File: src/cmwc_pkg.sv
package cmwc_pkg;

    // Transceiver mode field encodings; upper bit high in normal/rx-only
    localparam logic [1:0] CMWC_XCVR_OFF = 2'h0;
    localparam logic [1:0] CMWC_XCVR_WAKE = 2'h1;
    localparam logic [1:0] CMWC_XCVR_RXONLY = 2'h2;
    localparam logic [1:0] CMWC_XCVR_NORMAL = 2'h3;
    localparam int CMWC_UV_SUPERVISE_BIT = 1;

    // Chip operating modes
    typedef enum logic [2:0]
    {
        CMWC_CHIP_NORMAL,
        CMWC_CHIP_STOP,
        CMWC_CHIP_SLEEP,
        CMWC_CHIP_RESTART,
        CMWC_CHIP_FAILSAFE
    } cmwc_chip_t;

    // Termination choices
    typedef enum logic [1:0]
    {
        CMWC_TERM_FLOAT,
        CMWC_TERM_HALF,
        CMWC_TERM_GND,
        CMWC_TERM_2V5
    } cmwc_term_t;

    // Mode change request from the SPI side
    typedef struct packed
    {
        logic valid;
        logic [1:0] mode;
    } cmwc_mode_req_t;

    // Fault and status flags
    typedef struct packed
    {
        logic xcvr_fault;
        logic supply_low;
        logic bus_wake;
    } cmwc_flags_t;

    // Times in ns and derived cycle counts at 125 MHz
    localparam int CMWC_CLK_NS = 8;
    localparam int CMWC_WAKE_MIN_NS = 500;
    localparam int CMWC_WAKE_MAX_NS = 1_000_000;
    localparam int CMWC_SILENCE_NS = 1_000_000;
    localparam int CMWC_TX_TO_NS = 2_000_000;
    localparam int CMWC_BUS_TO_NS = 4_000_000;
    localparam int CMWC_WAKE_MIN_CYC =
        (CMWC_WAKE_MIN_NS + CMWC_CLK_NS - 1) / CMWC_CLK_NS;
    localparam int CMWC_WAKE_MAX_CYC = CMWC_WAKE_MAX_NS / CMWC_CLK_NS;
    localparam int CMWC_SILENCE_CYC =
        (CMWC_SILENCE_NS + CMWC_CLK_NS - 1) / CMWC_CLK_NS;
    localparam int CMWC_TX_TO_CYC =
        (CMWC_TX_TO_NS + CMWC_CLK_NS - 1) / CMWC_CLK_NS;
    localparam int CMWC_BUS_TO_CYC =
        (CMWC_BUS_TO_NS + CMWC_CLK_NS - 1) / CMWC_CLK_NS;
    localparam int CMWC_CNT_W = 20;

endpackage

File: src/cmwc_timer.sv
`timescale 1ns/1ns
// Saturating phase counter: counts while i_run, clears otherwise
module cmwc_timer
    import cmwc_pkg::*;
(
    // Clock and reset
    input wire logic i_clk,
    input wire logic i_srst,
    // Control
    input wire logic i_run,
    input wire logic [CMWC_CNT_W-1:0] i_limit,
    // Status
    output logic [CMWC_CNT_W-1:0] o_count,
    output logic o_expired
);

    logic [CMWC_CNT_W-1:0] count_reg;

    // Saturate so a long phase never wraps back to a short one
    always_ff @(posedge i_clk)
    begin
        if (i_srst || !i_run)
            count_reg <= '0;
        else if (count_reg != {CMWC_CNT_W{1'b1}})
            count_reg <= count_reg + 1'b1;
    end

    assign o_count = count_reg;
    assign o_expired = i_run && (count_reg >= i_limit);

endmodule // cmwc_timer

File: src/cmwc_xcvr_ctrl.sv
`timescale 1ns/1ns
// Summary of operation
// Receive-only: driver off, receiver still forwards the bus level
// Receive-only request taken only in chip Normal or Stop
// Wake-capable set in Stop/Sleep/Restart/Normal; forced in Fail-Safe
// Wake in wake-capable mode holds receive output low until mode change
// Wake pattern: dominant, recessive, dominant, each between min and max
// Mode field keeps reading wake-capable after a wake
// Rearm after non-wake mode then wake-capable written again
// Rearm automatically on chip entry to Stop, Sleep or Fail-Safe
// Wake in Stop/Normal raises interrupt and sets bus wake status
// Stay in Stop after wake; controller commands Normal
// Wake in Stop enables watchdog if watchdog-on-bus-wake set
// Wake in Sleep goes Restart then Normal with no interrupt
// Chip mode after wake: Normal/Stop keep, others go Restart
// Termination follows transceiver mode, supply and wake state
// Ground termination waits for bus silence time after entry
// Transmit dominant timeout forces recessive and sets fault flag
// Transmitter resumes once the dominant transmit input clears
// Bus dominant beyond timeout sets fault flag, config unchanged
// Bus clamping time longer than transmit timeout
// Supply low sets flag and disables transmitter
// Supply recovery re-enables transmission by itself
// Supply supervision only while upper mode bit is one
// Off mode after reset; bus wake ignored in off mode
// Wake, transmit and bus timeouts use parameterised counters
module cmwc_xcvr_ctrl
    import cmwc_pkg::*;
#(
    parameter logic [CMWC_CNT_W-1:0] P_WAKE_MIN =
        CMWC_CNT_W'(CMWC_WAKE_MIN_CYC),
    parameter logic [CMWC_CNT_W-1:0] P_WAKE_MAX =
        CMWC_CNT_W'(CMWC_WAKE_MAX_CYC),
    parameter logic [CMWC_CNT_W-1:0] P_SILENCE = CMWC_CNT_W'(CMWC_SILENCE_CYC),
    parameter logic [CMWC_CNT_W-1:0] P_TX_TO = CMWC_CNT_W'(CMWC_TX_TO_CYC),
    parameter logic [CMWC_CNT_W-1:0] P_BUS_TO = CMWC_CNT_W'(CMWC_BUS_TO_CYC)
)
(
    // Clock and reset
    input wire logic I_CLK,
    input wire logic I_SRST,
    // Mode control from SPI side
    input wire cmwc_mode_req_t I_MODE_REQ,
    input wire logic I_CHIP_NORMAL_REQ,
    input wire logic I_WATCHDOG_ON_BUS_WAKE,
    input wire logic I_WATCHDOG_EN,
    input wire logic I_FLAG_CLEAR,
    // Pins and analog status
    input wire logic I_BUS_TRANSMIT_IN,
    input wire logic I_BUS_LEVEL,
    input wire logic I_TRANSCEIVER_SUPPLY_LOW,
    // Transceiver outputs
    output logic O_BUS_RECEIVE_OUT,
    output logic O_DRIVER_EN,
    output logic O_DRIVER_DOMINANT,
    output cmwc_term_t O_TERMINATION,
    // Status outputs
    output logic [1:0] O_XCVR_MODE,
    output cmwc_chip_t O_CHIP_MODE,
    output cmwc_flags_t O_FLAGS,
    output logic O_INTERRUPT_LOW_OUT,
    output logic O_WATCHDOG_FORCE_EN
);

    // Wake pattern detector phases
    typedef enum logic [2:0]
    {
        CMWC_WP_IDLE,
        CMWC_WP_DOM1,
        CMWC_WP_REC,
        CMWC_WP_DOM2,
        CMWC_WP_DONE
    } cmwc_wp_t;

    logic [1:0] mode_reg;
    cmwc_chip_t chip_reg;
    cmwc_chip_t chip_prev_reg;
    cmwc_wp_t wp_reg;
    cmwc_wp_t wp_next;
    logic woken_reg;
    logic armed_reg;
    logic silent_done_reg;
    logic tx_block_reg;
    logic xcvr_fault_reg;
    logic supply_low_reg;
    logic bus_wake_reg;
    logic int_low_reg;
    logic wd_force_reg;
    logic rx_reg;
    logic drv_en_reg;
    logic drv_dom_reg;
    cmwc_term_t term_reg;
    logic phase_restart;
    logic phase_ok;
    logic phase_long;
    logic wake_event;
    logic mode_write;
    logic req_ok;
    logic enter_rearm_chip;
    logic uv_active;
    logic tx_to;
    logic bus_to;
    logic silence_done;
    logic [CMWC_CNT_W-1:0] phase_cnt;

    // Phase counter restarts on every bus level change
    logic bus_prev_reg;
    always_ff @(posedge I_CLK)
    begin
        if (I_SRST)
            bus_prev_reg <= 1'b1;
        else
            bus_prev_reg <= I_BUS_LEVEL;
    end
    assign phase_restart = (bus_prev_reg != I_BUS_LEVEL);

    cmwc_timer u_phase
    (
        .i_clk(I_CLK),
        .i_srst(I_SRST),
        .i_run(!phase_restart && mode_reg == CMWC_XCVR_WAKE),
        .i_limit(P_WAKE_MIN),
        .o_count(phase_cnt),
        .o_expired()
    );
    // Phase closing length check, in cycles of the old level
    assign phase_ok = (phase_cnt >= P_WAKE_MIN) && (phase_cnt < P_WAKE_MAX);
    assign phase_long = (phase_cnt >= P_WAKE_MAX);

    // Transmit dominant timeout counter
    cmwc_timer u_tx_to
    (
        .i_clk(I_CLK),
        .i_srst(I_SRST),
        .i_run(mode_reg == CMWC_XCVR_NORMAL && !I_BUS_TRANSMIT_IN),
        .i_limit(P_TX_TO),
        .o_count(),
        .o_expired(tx_to) // see R16
    );

    // Bus clamping counter; limit must exceed the transmit timeout
    cmwc_timer u_bus_to
    (
        .i_clk(I_CLK),
        .i_srst(I_SRST),
        .i_run(mode_reg[CMWC_UV_SUPERVISE_BIT] && !I_BUS_LEVEL),
        .i_limit(P_BUS_TO),
        .o_count(),
        .o_expired(bus_to) // see R18
    );

    // Bus silence before ground termination
    cmwc_timer u_silence
    (
        .i_clk(I_CLK),
        .i_srst(I_SRST),
        .i_run(mode_reg == CMWC_XCVR_WAKE && I_BUS_LEVEL),
        .i_limit(P_SILENCE),
        .o_count(),
        .o_expired(silence_done)
    );

    // Mode request gating by chip mode
    always_comb
    begin
        unique case (I_MODE_REQ.mode)
            CMWC_XCVR_RXONLY:
                req_ok = chip_reg == CMWC_CHIP_NORMAL
                    || chip_reg == CMWC_CHIP_STOP;
            CMWC_XCVR_WAKE:
                req_ok = chip_reg != CMWC_CHIP_FAILSAFE;
            CMWC_XCVR_NORMAL:
                req_ok = chip_reg == CMWC_CHIP_NORMAL;
            CMWC_XCVR_OFF:
                req_ok = 1'b1;
        endcase
    end
    assign mode_write = I_MODE_REQ.valid && req_ok;
    assign enter_rearm_chip = (chip_reg != chip_prev_reg)
        && (chip_reg == CMWC_CHIP_STOP || chip_reg == CMWC_CHIP_SLEEP
        || chip_reg == CMWC_CHIP_FAILSAFE);

    // Transceiver mode field; keeps wake-capable after a wake
    always_ff @(posedge I_CLK)
    begin
        if (I_SRST)
            mode_reg <= CMWC_XCVR_OFF;
        else if (chip_reg == CMWC_CHIP_FAILSAFE)
            mode_reg <= CMWC_XCVR_WAKE;
        else if (mode_write)
            mode_reg <= I_MODE_REQ.mode;
    end

    // Wake pattern recogniser
    always_comb
    begin
        wp_next = wp_reg;
        unique case (wp_reg)
            CMWC_WP_IDLE:
                if (phase_restart && !I_BUS_LEVEL)
                    wp_next = CMWC_WP_DOM1;
            CMWC_WP_DOM1:
                if (phase_restart)
                    wp_next = phase_ok ? CMWC_WP_REC : CMWC_WP_IDLE;
            CMWC_WP_REC:
                if (phase_restart)
                    wp_next = phase_ok ? CMWC_WP_DOM2 : CMWC_WP_IDLE;
                else if (phase_long)
                    wp_next = CMWC_WP_IDLE;
            CMWC_WP_DOM2:
                if (phase_restart)
                    wp_next = phase_ok ? CMWC_WP_DONE : CMWC_WP_IDLE;
            CMWC_WP_DONE:
                wp_next = CMWC_WP_IDLE;
            default:
                wp_next = CMWC_WP_IDLE;
        endcase
    end

    always_ff @(posedge I_CLK)
    begin
        if (I_SRST || mode_reg != CMWC_XCVR_WAKE || !armed_reg)
            wp_reg <= CMWC_WP_IDLE;
        else
            wp_reg <= wp_next;
    end
    assign wake_event = (wp_reg == CMWC_WP_DONE);

    // Arming: cleared by a wake, set by leaving wake mode or chip entry to Stop, Sleep or Fail-Safe
    always_ff @(posedge I_CLK)
    begin
        if (I_SRST)
            armed_reg <= 1'b1;
        else if (enter_rearm_chip)
            armed_reg <= 1'b1;
        else if (wake_event)
            armed_reg <= 1'b0;
        else if (mode_reg != CMWC_XCVR_WAKE)
            armed_reg <= 1'b1;
    end

    // Woken state lasts until the transceiver mode changes or the chip enters Stop, Sleep or Fail-Safe
    always_ff @(posedge I_CLK)
    begin
        if (I_SRST)
            woken_reg <= 1'b0;
        else if (wake_event)
            woken_reg <= 1'b1;
        else if (mode_reg != CMWC_XCVR_WAKE || enter_rearm_chip)
            woken_reg <= 1'b0;
    end

    // Chip mode tracking and wake actions
    always_ff @(posedge I_CLK)
    begin
        if (I_SRST)
        begin
            chip_reg <= CMWC_CHIP_NORMAL;
            chip_prev_reg <= CMWC_CHIP_NORMAL;
        end
        else
        begin
            chip_prev_reg <= chip_reg;
            if (wake_event && chip_reg != CMWC_CHIP_NORMAL
                && chip_reg != CMWC_CHIP_STOP)
                chip_reg <= CMWC_CHIP_RESTART; // see R12
            else if (chip_reg == CMWC_CHIP_RESTART)
                chip_reg <= CMWC_CHIP_NORMAL;
            else if (I_CHIP_NORMAL_REQ)
                chip_reg <= CMWC_CHIP_NORMAL;
        end
    end

    // Interrupt and status only for Normal/Stop wakes; set beats clear
    always_ff @(posedge I_CLK)
    begin
        if (I_SRST)
        begin
            bus_wake_reg <= 1'b0;
            int_low_reg <= 1'b1;
        end
        else if (wake_event && (chip_reg == CMWC_CHIP_NORMAL
            || chip_reg == CMWC_CHIP_STOP))
        begin
            bus_wake_reg <= 1'b1;
            int_low_reg <= 1'b0;
        end
        else if (I_FLAG_CLEAR)
        begin
            bus_wake_reg <= 1'b0;
            int_low_reg <= 1'b1;
        end
    end

    // Watchdog forced on by a Stop-mode wake
    always_ff @(posedge I_CLK)
    begin
        if (I_SRST)
            wd_force_reg <= 1'b0;
        else if (wake_event && chip_reg == CMWC_CHIP_STOP
            && I_WATCHDOG_ON_BUS_WAKE && !I_WATCHDOG_EN)
            wd_force_reg <= 1'b1;
        else if (I_WATCHDOG_EN)
            wd_force_reg <= 1'b0;
    end

    // Transmit timeout hold, released once input goes recessive
    always_ff @(posedge I_CLK)
    begin
        if (I_SRST)
            tx_block_reg <= 1'b0;
        else if (tx_to)
            tx_block_reg <= 1'b1;
        else if (I_BUS_TRANSMIT_IN)
            tx_block_reg <= 1'b0;
    end

    // Fault flags; set wins over clear, mode bits untouched
    assign uv_active = mode_reg[CMWC_UV_SUPERVISE_BIT];
    always_ff @(posedge I_CLK)
    begin
        if (I_SRST)
        begin
            xcvr_fault_reg <= 1'b0;
            supply_low_reg <= 1'b0;
        end
        else
        begin
            if (tx_to || bus_to)
                xcvr_fault_reg <= 1'b1; // see R16
            else if (I_FLAG_CLEAR)
                xcvr_fault_reg <= 1'b0;
            if (uv_active && I_TRANSCEIVER_SUPPLY_LOW)
                supply_low_reg <= 1'b1;
            else if (I_FLAG_CLEAR)
                supply_low_reg <= 1'b0;
        end
    end

    // Silence latch before ground termination
    always_ff @(posedge I_CLK)
    begin
        if (I_SRST || mode_reg != CMWC_XCVR_WAKE)
            silent_done_reg <= 1'b0;
        else if (silence_done)
            silent_done_reg <= 1'b1;
    end

    // Driver and receive output; receive output forwarded in normal/rx-only, low once woken, high otherwise
    always_ff @(posedge I_CLK)
    begin
        if (I_SRST)
        begin
            drv_en_reg <= 1'b0;
            drv_dom_reg <= 1'b0;
            rx_reg <= 1'b1;
        end
        else
        begin
            drv_en_reg <= (mode_reg == CMWC_XCVR_NORMAL) && !tx_block_reg
                && !tx_to
                && !(uv_active && I_TRANSCEIVER_SUPPLY_LOW); // see R1
            drv_dom_reg <= !I_BUS_TRANSMIT_IN;
            if (mode_reg == CMWC_XCVR_WAKE)
                rx_reg <= !woken_reg && !wake_event;
            else if (uv_active)
                rx_reg <= I_BUS_LEVEL;
            else
                rx_reg <= 1'b1;
        end
    end

    // Termination selection by mode
    always_ff @(posedge I_CLK)
    begin
        if (I_SRST)
            term_reg <= CMWC_TERM_FLOAT;
        else
        begin
            unique case (mode_reg)
                CMWC_XCVR_NORMAL:
                    term_reg <= CMWC_TERM_HALF;
                CMWC_XCVR_RXONLY:
                    term_reg <= I_TRANSCEIVER_SUPPLY_LOW
                        ? CMWC_TERM_2V5 : CMWC_TERM_HALF;
                CMWC_XCVR_WAKE:
                    term_reg <= woken_reg ? CMWC_TERM_2V5
                        : (silent_done_reg ? CMWC_TERM_GND
                        : CMWC_TERM_FLOAT); // see R14
                CMWC_XCVR_OFF:
                    term_reg <= CMWC_TERM_FLOAT;
            endcase
        end
    end

    // Output wiring
    assign O_BUS_RECEIVE_OUT = rx_reg;
    assign O_DRIVER_EN = drv_en_reg;
    assign O_DRIVER_DOMINANT = drv_dom_reg && drv_en_reg;
    assign O_TERMINATION = term_reg;
    assign O_XCVR_MODE = mode_reg;
    assign O_CHIP_MODE = chip_reg;
    assign O_FLAGS = '{xcvr_fault: xcvr_fault_reg,
        supply_low: supply_low_reg, bus_wake: bus_wake_reg};
    assign O_INTERRUPT_LOW_OUT = int_low_reg;
    assign O_WATCHDOG_FORCE_EN = wd_force_reg;

endmodule // cmwc_xcvr_ctrl

File: config.mk
export PLATFORM = sky130hd
export DESIGN_NAME = cmwc_xcvr_ctrl
export DESIGN_NICKNAME = d
export VERILOG_FILES = /design/src/cmwc_pkg.sv /design/src/cmwc_timer.sv /design/src/cmwc_xcvr_ctrl.sv
export SDC_FILE = /design/constraint.sdc
export NUM_CORES = 1
export LEC_CHECK = 0
export BUFFER_PORTS_ARGS = -buffer_cell sky130_fd_sc_hd__buf_2
export CAP_MARGIN = 20
export CORE_MARGIN = 2
export CORE_UTILIZATION = 50
export CTS_CLUSTER_SIZE = 30
export DETAILED_ROUTE_END_ITERATION = 8
export HOLD_SLACK_MARGIN = 0.1
export PLACE_DENSITY_LB_ADDON = 0.12
export SYNTH_ARGS = -nofsm -noshare
export SYNTH_HDL_FRONTEND = slang
export SYNTH_SLANG_ARGS = --single-unit
File: constraint.sdc
create_clock -name I_CLK -period 5 [get_ports I_CLK]
set_clock_uncertainty 0.05 [all_clocks]
set_input_delay 0.5 -clock I_CLK [delete_from_list [all_inputs] [get_ports I_CLK]]
set_output_delay 0.5 -clock I_CLK [all_outputs]
set_load 0.1 [all_outputs]
==> results of run 1 <==
-- report_power, final --
group / switching, mW / internal (mW) / leakage (nW)
registers: 0.00425 / 0.800 / 0.807
clock network: 0.272 / 0.231 / 0.0866
logic: 0.0396 / 0.0105 / 0.805
-- logic make-up (layout without fill, tap and decap cells) --
logic type / Yosys count / count (layout) / synth area share
adder cells (fa/ha/maj): 9 / 9 / 0.0225
other: 1 / 2 / 0.000748
buffers and inverters: 55 / 63 / 0.0472
AO/OA/AOI/OAI: 123 / 123 / 0.166
flip-flops: 100 / 100 / 0.399
multiplexers: 5 / 5 / 0.00998
AND/OR/NAND/NOR: 269 / 269 / 0.271
XOR/XNOR: 48 / 48 / 0.0839
-- worst paths after layout --
kind / startpoint / to / slack, ps / cells after the start
worst max-delay path: u_phase.o_count[0] / u_phase.o_count[5] / 2740 / 6
worst max register to register: u_phase.o_count[0] / u_phase.o_count[5] / 2740 / 6
worst min register to register: tx_block_reg / tx_block_reg / 420 / 1
worst min-delay path: I_BUS_TRANSMIT_IN / drv_dom_reg / 290 / 2
-- area by class of cell --
type | count | area [um^2]
clock inverter | 4 | 50.0
fill | 958 | 4440
sequential | 100 | 2000
multi-input combinational | 456 | 2780
tap | 133 | 166
clock buffer | 12 | 135
timing repair buffer | 22 | 113
inverter | 25 | 93.8
-- layer usage --
metal | global-route usage | up-vias | part of all wire
met4 | 0.0454 | 0 | 0.0082
met3 | 0.0457 | 8 | 0.032
li1 | - | 2202 | -
met1 | 0.261 | 1970 | 0.51
met2 | 0.310 | 68 | 0.45
met5 | 0 | - | 0
-- cell usage in the layout (no fill, tap or decap), types with 14 or more instances in the layout --
cell type and n:
dfxtp_1 100, nor2_1 83, nand2_1 43, a21oi_1 35, xnor2_1 33, nand3_1 30, nand4_1 28, inv_1 25
nor3_1 21, buf_2 21, a211oi_1 16, xor2_1 15, a31oi_1 14, o21ai_0 14
-- worst reg2reg max path, stage by stage (launching register included) --
cell and delay, ps:
dfxtp_1 430, ha_1 200, nand4_1 180, nor2_1 540, nand3_1 390, a211o_1 360
nand2_1 50
-- stage by stage --
| step | std cells | cell area, um^2 |
|---|---|---|
| after floorplan | 611 | 5020 |
| after global placement | 736 | 5150 |
| after detailed placement | 736 | 5150 |
| after CTS | 752 | 5340 |
| after global routing | 752 | 5340 |
| final | 752 | 5340 |
==> impl_metrics.yaml, run 1 <==
logic_synthesis:
  synthCells: 610
  yosysTopAreaCell: "dfxtp_1"
  synth_warnings: 0
  syn-cell-area_mm2: 0.00501
  synth_area_per_cell_um2: 8.22
  synth_cell_types: 56
  yosysSeqAreaShare: 0.399
  synthMostInstantiatedCell: "dfxtp_1"
  ys_ff_latch: 100
  synth_edf_count: 0
  netlist.area_leader.share: 0.399
  yosys_most_used_dff: "dfxtp_1"
  synthTopCellsByArea: "dfxtp_1, nor2_1, xnor2_1"
  synthTopCellsByCount: "dfxtp_1, nor2_1, nand2_1, a21oi_1, xnor2_1"
  synthArstFlopShare: 0
cts:
  root_buffer: "clkbuf_8"
  ctsHoldBuffers: 0
  clk_pin_slew_ps: 100
  clkSinkCount: 100
  cts_resized: 0
  cts_tree: "done"
  cts_inserted_buffers: 9
  post_cts_buffers: 0
  cts_buffer_depth: 2
  htree_levels: 3
  insertion_delay_ps: 370
detailed_routing:
  drc: 0
  avgRoutedWirePerCell_um: 13.8
  vias: 4248
  first_pass_iters: 4
  vias_per_cell: 5.65
  first_iter_violations: 173
  wl_mm: 10.3
  ant_nets: 0
worst_setup_path:
  worstPathRequired_ps: 5270
  critPathMaxStageDelay_ps: 540
  crit_chain: "ha_1 -> nand4_1 -> nor2_1 -> nand3_1 -> a211o_1 -> nand2_1"
  crit_buf_inv: 0
  worstSetupPathType: "reg2reg"
  worst_setup_path_end_kind: "flop"
  path_delay_family: "simple AND/OR/NAND/NOR gates"
  arrival_ps: 2520
  cp_max_fo: 10
  cp-start-kind: "flop"
  slowest_stage: "nor2_1"
global_route:
  grt_start_max_net_pins: 22
  antenna_found_initial: 0
  grt_pass1_wl_mm: 17.7
  first_global_vias: 3832
  grt_use_total: 0.192
  overflow: 0
timing:
  max-slew-margin-rel: 0.436
  worst_slack_ps: 2740
  fmax_ghz: 0.443
  worst_slew_pin_slew_ps: 844
  setup_viol: 0
  final_hold_viol_count: 0
  final.min_clock_period_ps: 2260
  rsz0062_at_grt: "false"
  holdWs_ps: 286
  min_period_over_period: 0.452
  tns_ps: 0
  slew_violations: 0
placed_design:
  dp_hpwl_mm: 7.25
  dp_worst_setup_slack_ps: 2790
  port_buffers: 21
  place_congestion: 0.791
power:
  power.density_mw_per_mm2: 254
  power_mw: 1.36
  ir_drop_v: 0.000186
  power_leakage_nw: 1.70
final_layout:
  diodes: 0
  drive_above_1_share: 0.0711
  area_delta_synth_final_pct: 6.49
  nets: 635
  fin_util: 0.546
floorplan:
  dieArea_mm2: 0.0108
  dieWidth_um: 104
  coreArea_mm2: 0.00977
  die_y_um: 104
  num_io_pins: 27
  start_util: 0.513
  num_rows: 36
status:
  status: "complete, no violations"
run:
  cap_violations: 0
worst_hold_path:
  hp-class: "in2reg"
Power figures use the tool's default switching activity.
==> run 2: changes to the inputs <==
- clock period: 5 -> 1.8 ns (I/O delays scaled with it)
==> impl_metrics.yaml, run 2 (synthesized netlist as in run 1, its figures left out) <==
cts:
  root_buffer: "clkbuf_8"
  insertion_delay_ps: 380
  cts_inserted_buffers: 9
  cts_tree: "done"
  cts_buffer_depth: 2
  clk_pin_slew_ps: 100
  clkSinkCount: 100
  htree_levels: 3
timing:
  tns_ps: -225
  slew_violations: 0
  max-slew-margin-rel: 0.669
  worst_slack_ps: -154
  min_period_over_period: 1.09
  setup_viol: 2
  rsz0062_at_grt: "true"
  final_hold_viol_count: 0
  fmax_ghz: 0.512
  final.min_clock_period_ps: 1950
  worst_slew_pin_slew_ps: 492
status:
  violations: "negative setup slack"
  status: "finished with violations"
final_layout:
  diodes: 0
  fillers: 866
  stdcell_count: 844
  nets: 727
  final_cell_mix: "dfxtp_1, buf_4, nor2_1"
  drive_above_1_share: 0.243
  fin_util: 0.642
  fin_area_mm2: 0.00627
  final_common_cell: "dfxtp_1"
  area_delta_synth_final_pct: 25.1
placed_design:
  port_buffers: 21
  dp_hpwl_mm: 8.10
  place_inst: 816
  place_congestion: 0.840
  placed_area_mm2: 0.00580
detailed_routing:
  ant_nets: 0
  vias: 4672
  first_iter_violations: 173
  vias_per_cell: 5.54
  first_pass_iters: 4
  avgRoutedWirePerCell_um: 13.6
  drc: 0
  wl_mm: 11.5
floorplan:
  die_y_um: 104
  start_util: 0.513
  dieArea_mm2: 0.0108
  dieWidth_um: 104
  coreArea_mm2: 0.00977
  num_rows: 36
  num_io_pins: 27
worst_setup_path:
  path_delay_family: "compound AO/OA/AOI/OAI gates"
  arrival_ps: 2180
  crit_buf_inv: 0
  worstSetupPathType: "reg2reg"
  crit_chain: "or4_4 -> o211ai_2 -> nand3_2 -> a2111o_1 -> a2111oi_4"
  critPathMaxStageDelay_ps: 550
  cp-start-kind: "flop"
  cp_max_fo: 3
  worst_setup_path_end_kind: "flop"
  slowest_stage: "or4_4"
  worstPathRequired_ps: 2020
power:
  power_leakage_nw: 2.21
  ir_drop_v: 0.000483
  power.density_mw_per_mm2: 617
global_route:
  first_global_vias: 4270
  grt_start_max_net_pins: 22
  grt_use_total: 0.213
  grt_pass1_wl_mm: 19.3
  antenna_found_initial: 0
  overflow: 0
worst_hold_path:
  hp-class: "reg2reg"
run:
  cap_violations: 0
run 2: routing by layer:
| layer | share of wire | wire (um) | GRT usage |
|---|---|---|---|
| met2 | 0.46 | 5320 | 0.343 |
| met1 | 0.49 | 5640 | 0.290 |
| met5 | 0 | 0 | 0 |
| met3 | 0.032 | 373 | 0.0326 |
| met4 | 0.014 | 159 | 0.0782 |
run 2: timing repair:
action,in CTS,in global routing
setup endpoints to repair,3,43
endpoints found under the hold margin,8,0
buffers inserted,0,2
pin swaps,1,5
hold buffers,10,0
resized for setup,1,40
run 2: layout make-up:
class / count / area (um^2) / share of cell area
Clock inverter: 6 / 71.3 / 0.0114
Tap cell: 133 / 166 / 0.0265
Sequential cell: 100 / 2020 / 0.322
Inverter: 25 / 93.8 / 0.0150
Clock buffer: 10 / 128 / 0.0203
Multi-Input combinational cell: 456 / 2950 / 0.471
Timing Repair Buffer: 114 / 841 / 0.134
run 2: power breakdown:
part           total, mW  leakage [nW]  internal, mW  switching, mW
registers           2.23         0.812          2.22         0.0118
clock network       1.47        0.0935         0.655          0.813
logic              0.172          1.30        0.0532          0.119
run 2: worst register-to-register path, stage by stage (launching register included):
cell	delay, ps
dfxtp_2	330
or4_4	550
o211ai_2	200
nand3_2	90
a2111o_1	340
a2111oi_4	310
run 2: through the flow:
| step | power [mW] | worst slack, ps | hold WS [ps] |
|---|---|---|---|
| global route | 4.01 | -250 | 445 |
| CTS | 3.90 | -107 | 419 |
| floorplan | 2.40 | -62.3 | 206 |
| detailed placement | 2.44 | -87.7 | 359 |
| finish | 3.87 | -154 | 418 |
| global placement | 2.43 | -66.7 | 355 |
run 2: final timing paths:
check                           start            to  slack, ps  depth (start not counted)
setup / recovery  u_phase.o_count[10]     wp_reg[0]       -150                          5
hold / removal           tx_block_reg  tx_block_reg        420                          1
setup reg to reg  u_phase.o_count[10]     wp_reg[0]       -150                          5
hold reg to reg          tx_block_reg  tx_block_reg        420                          1
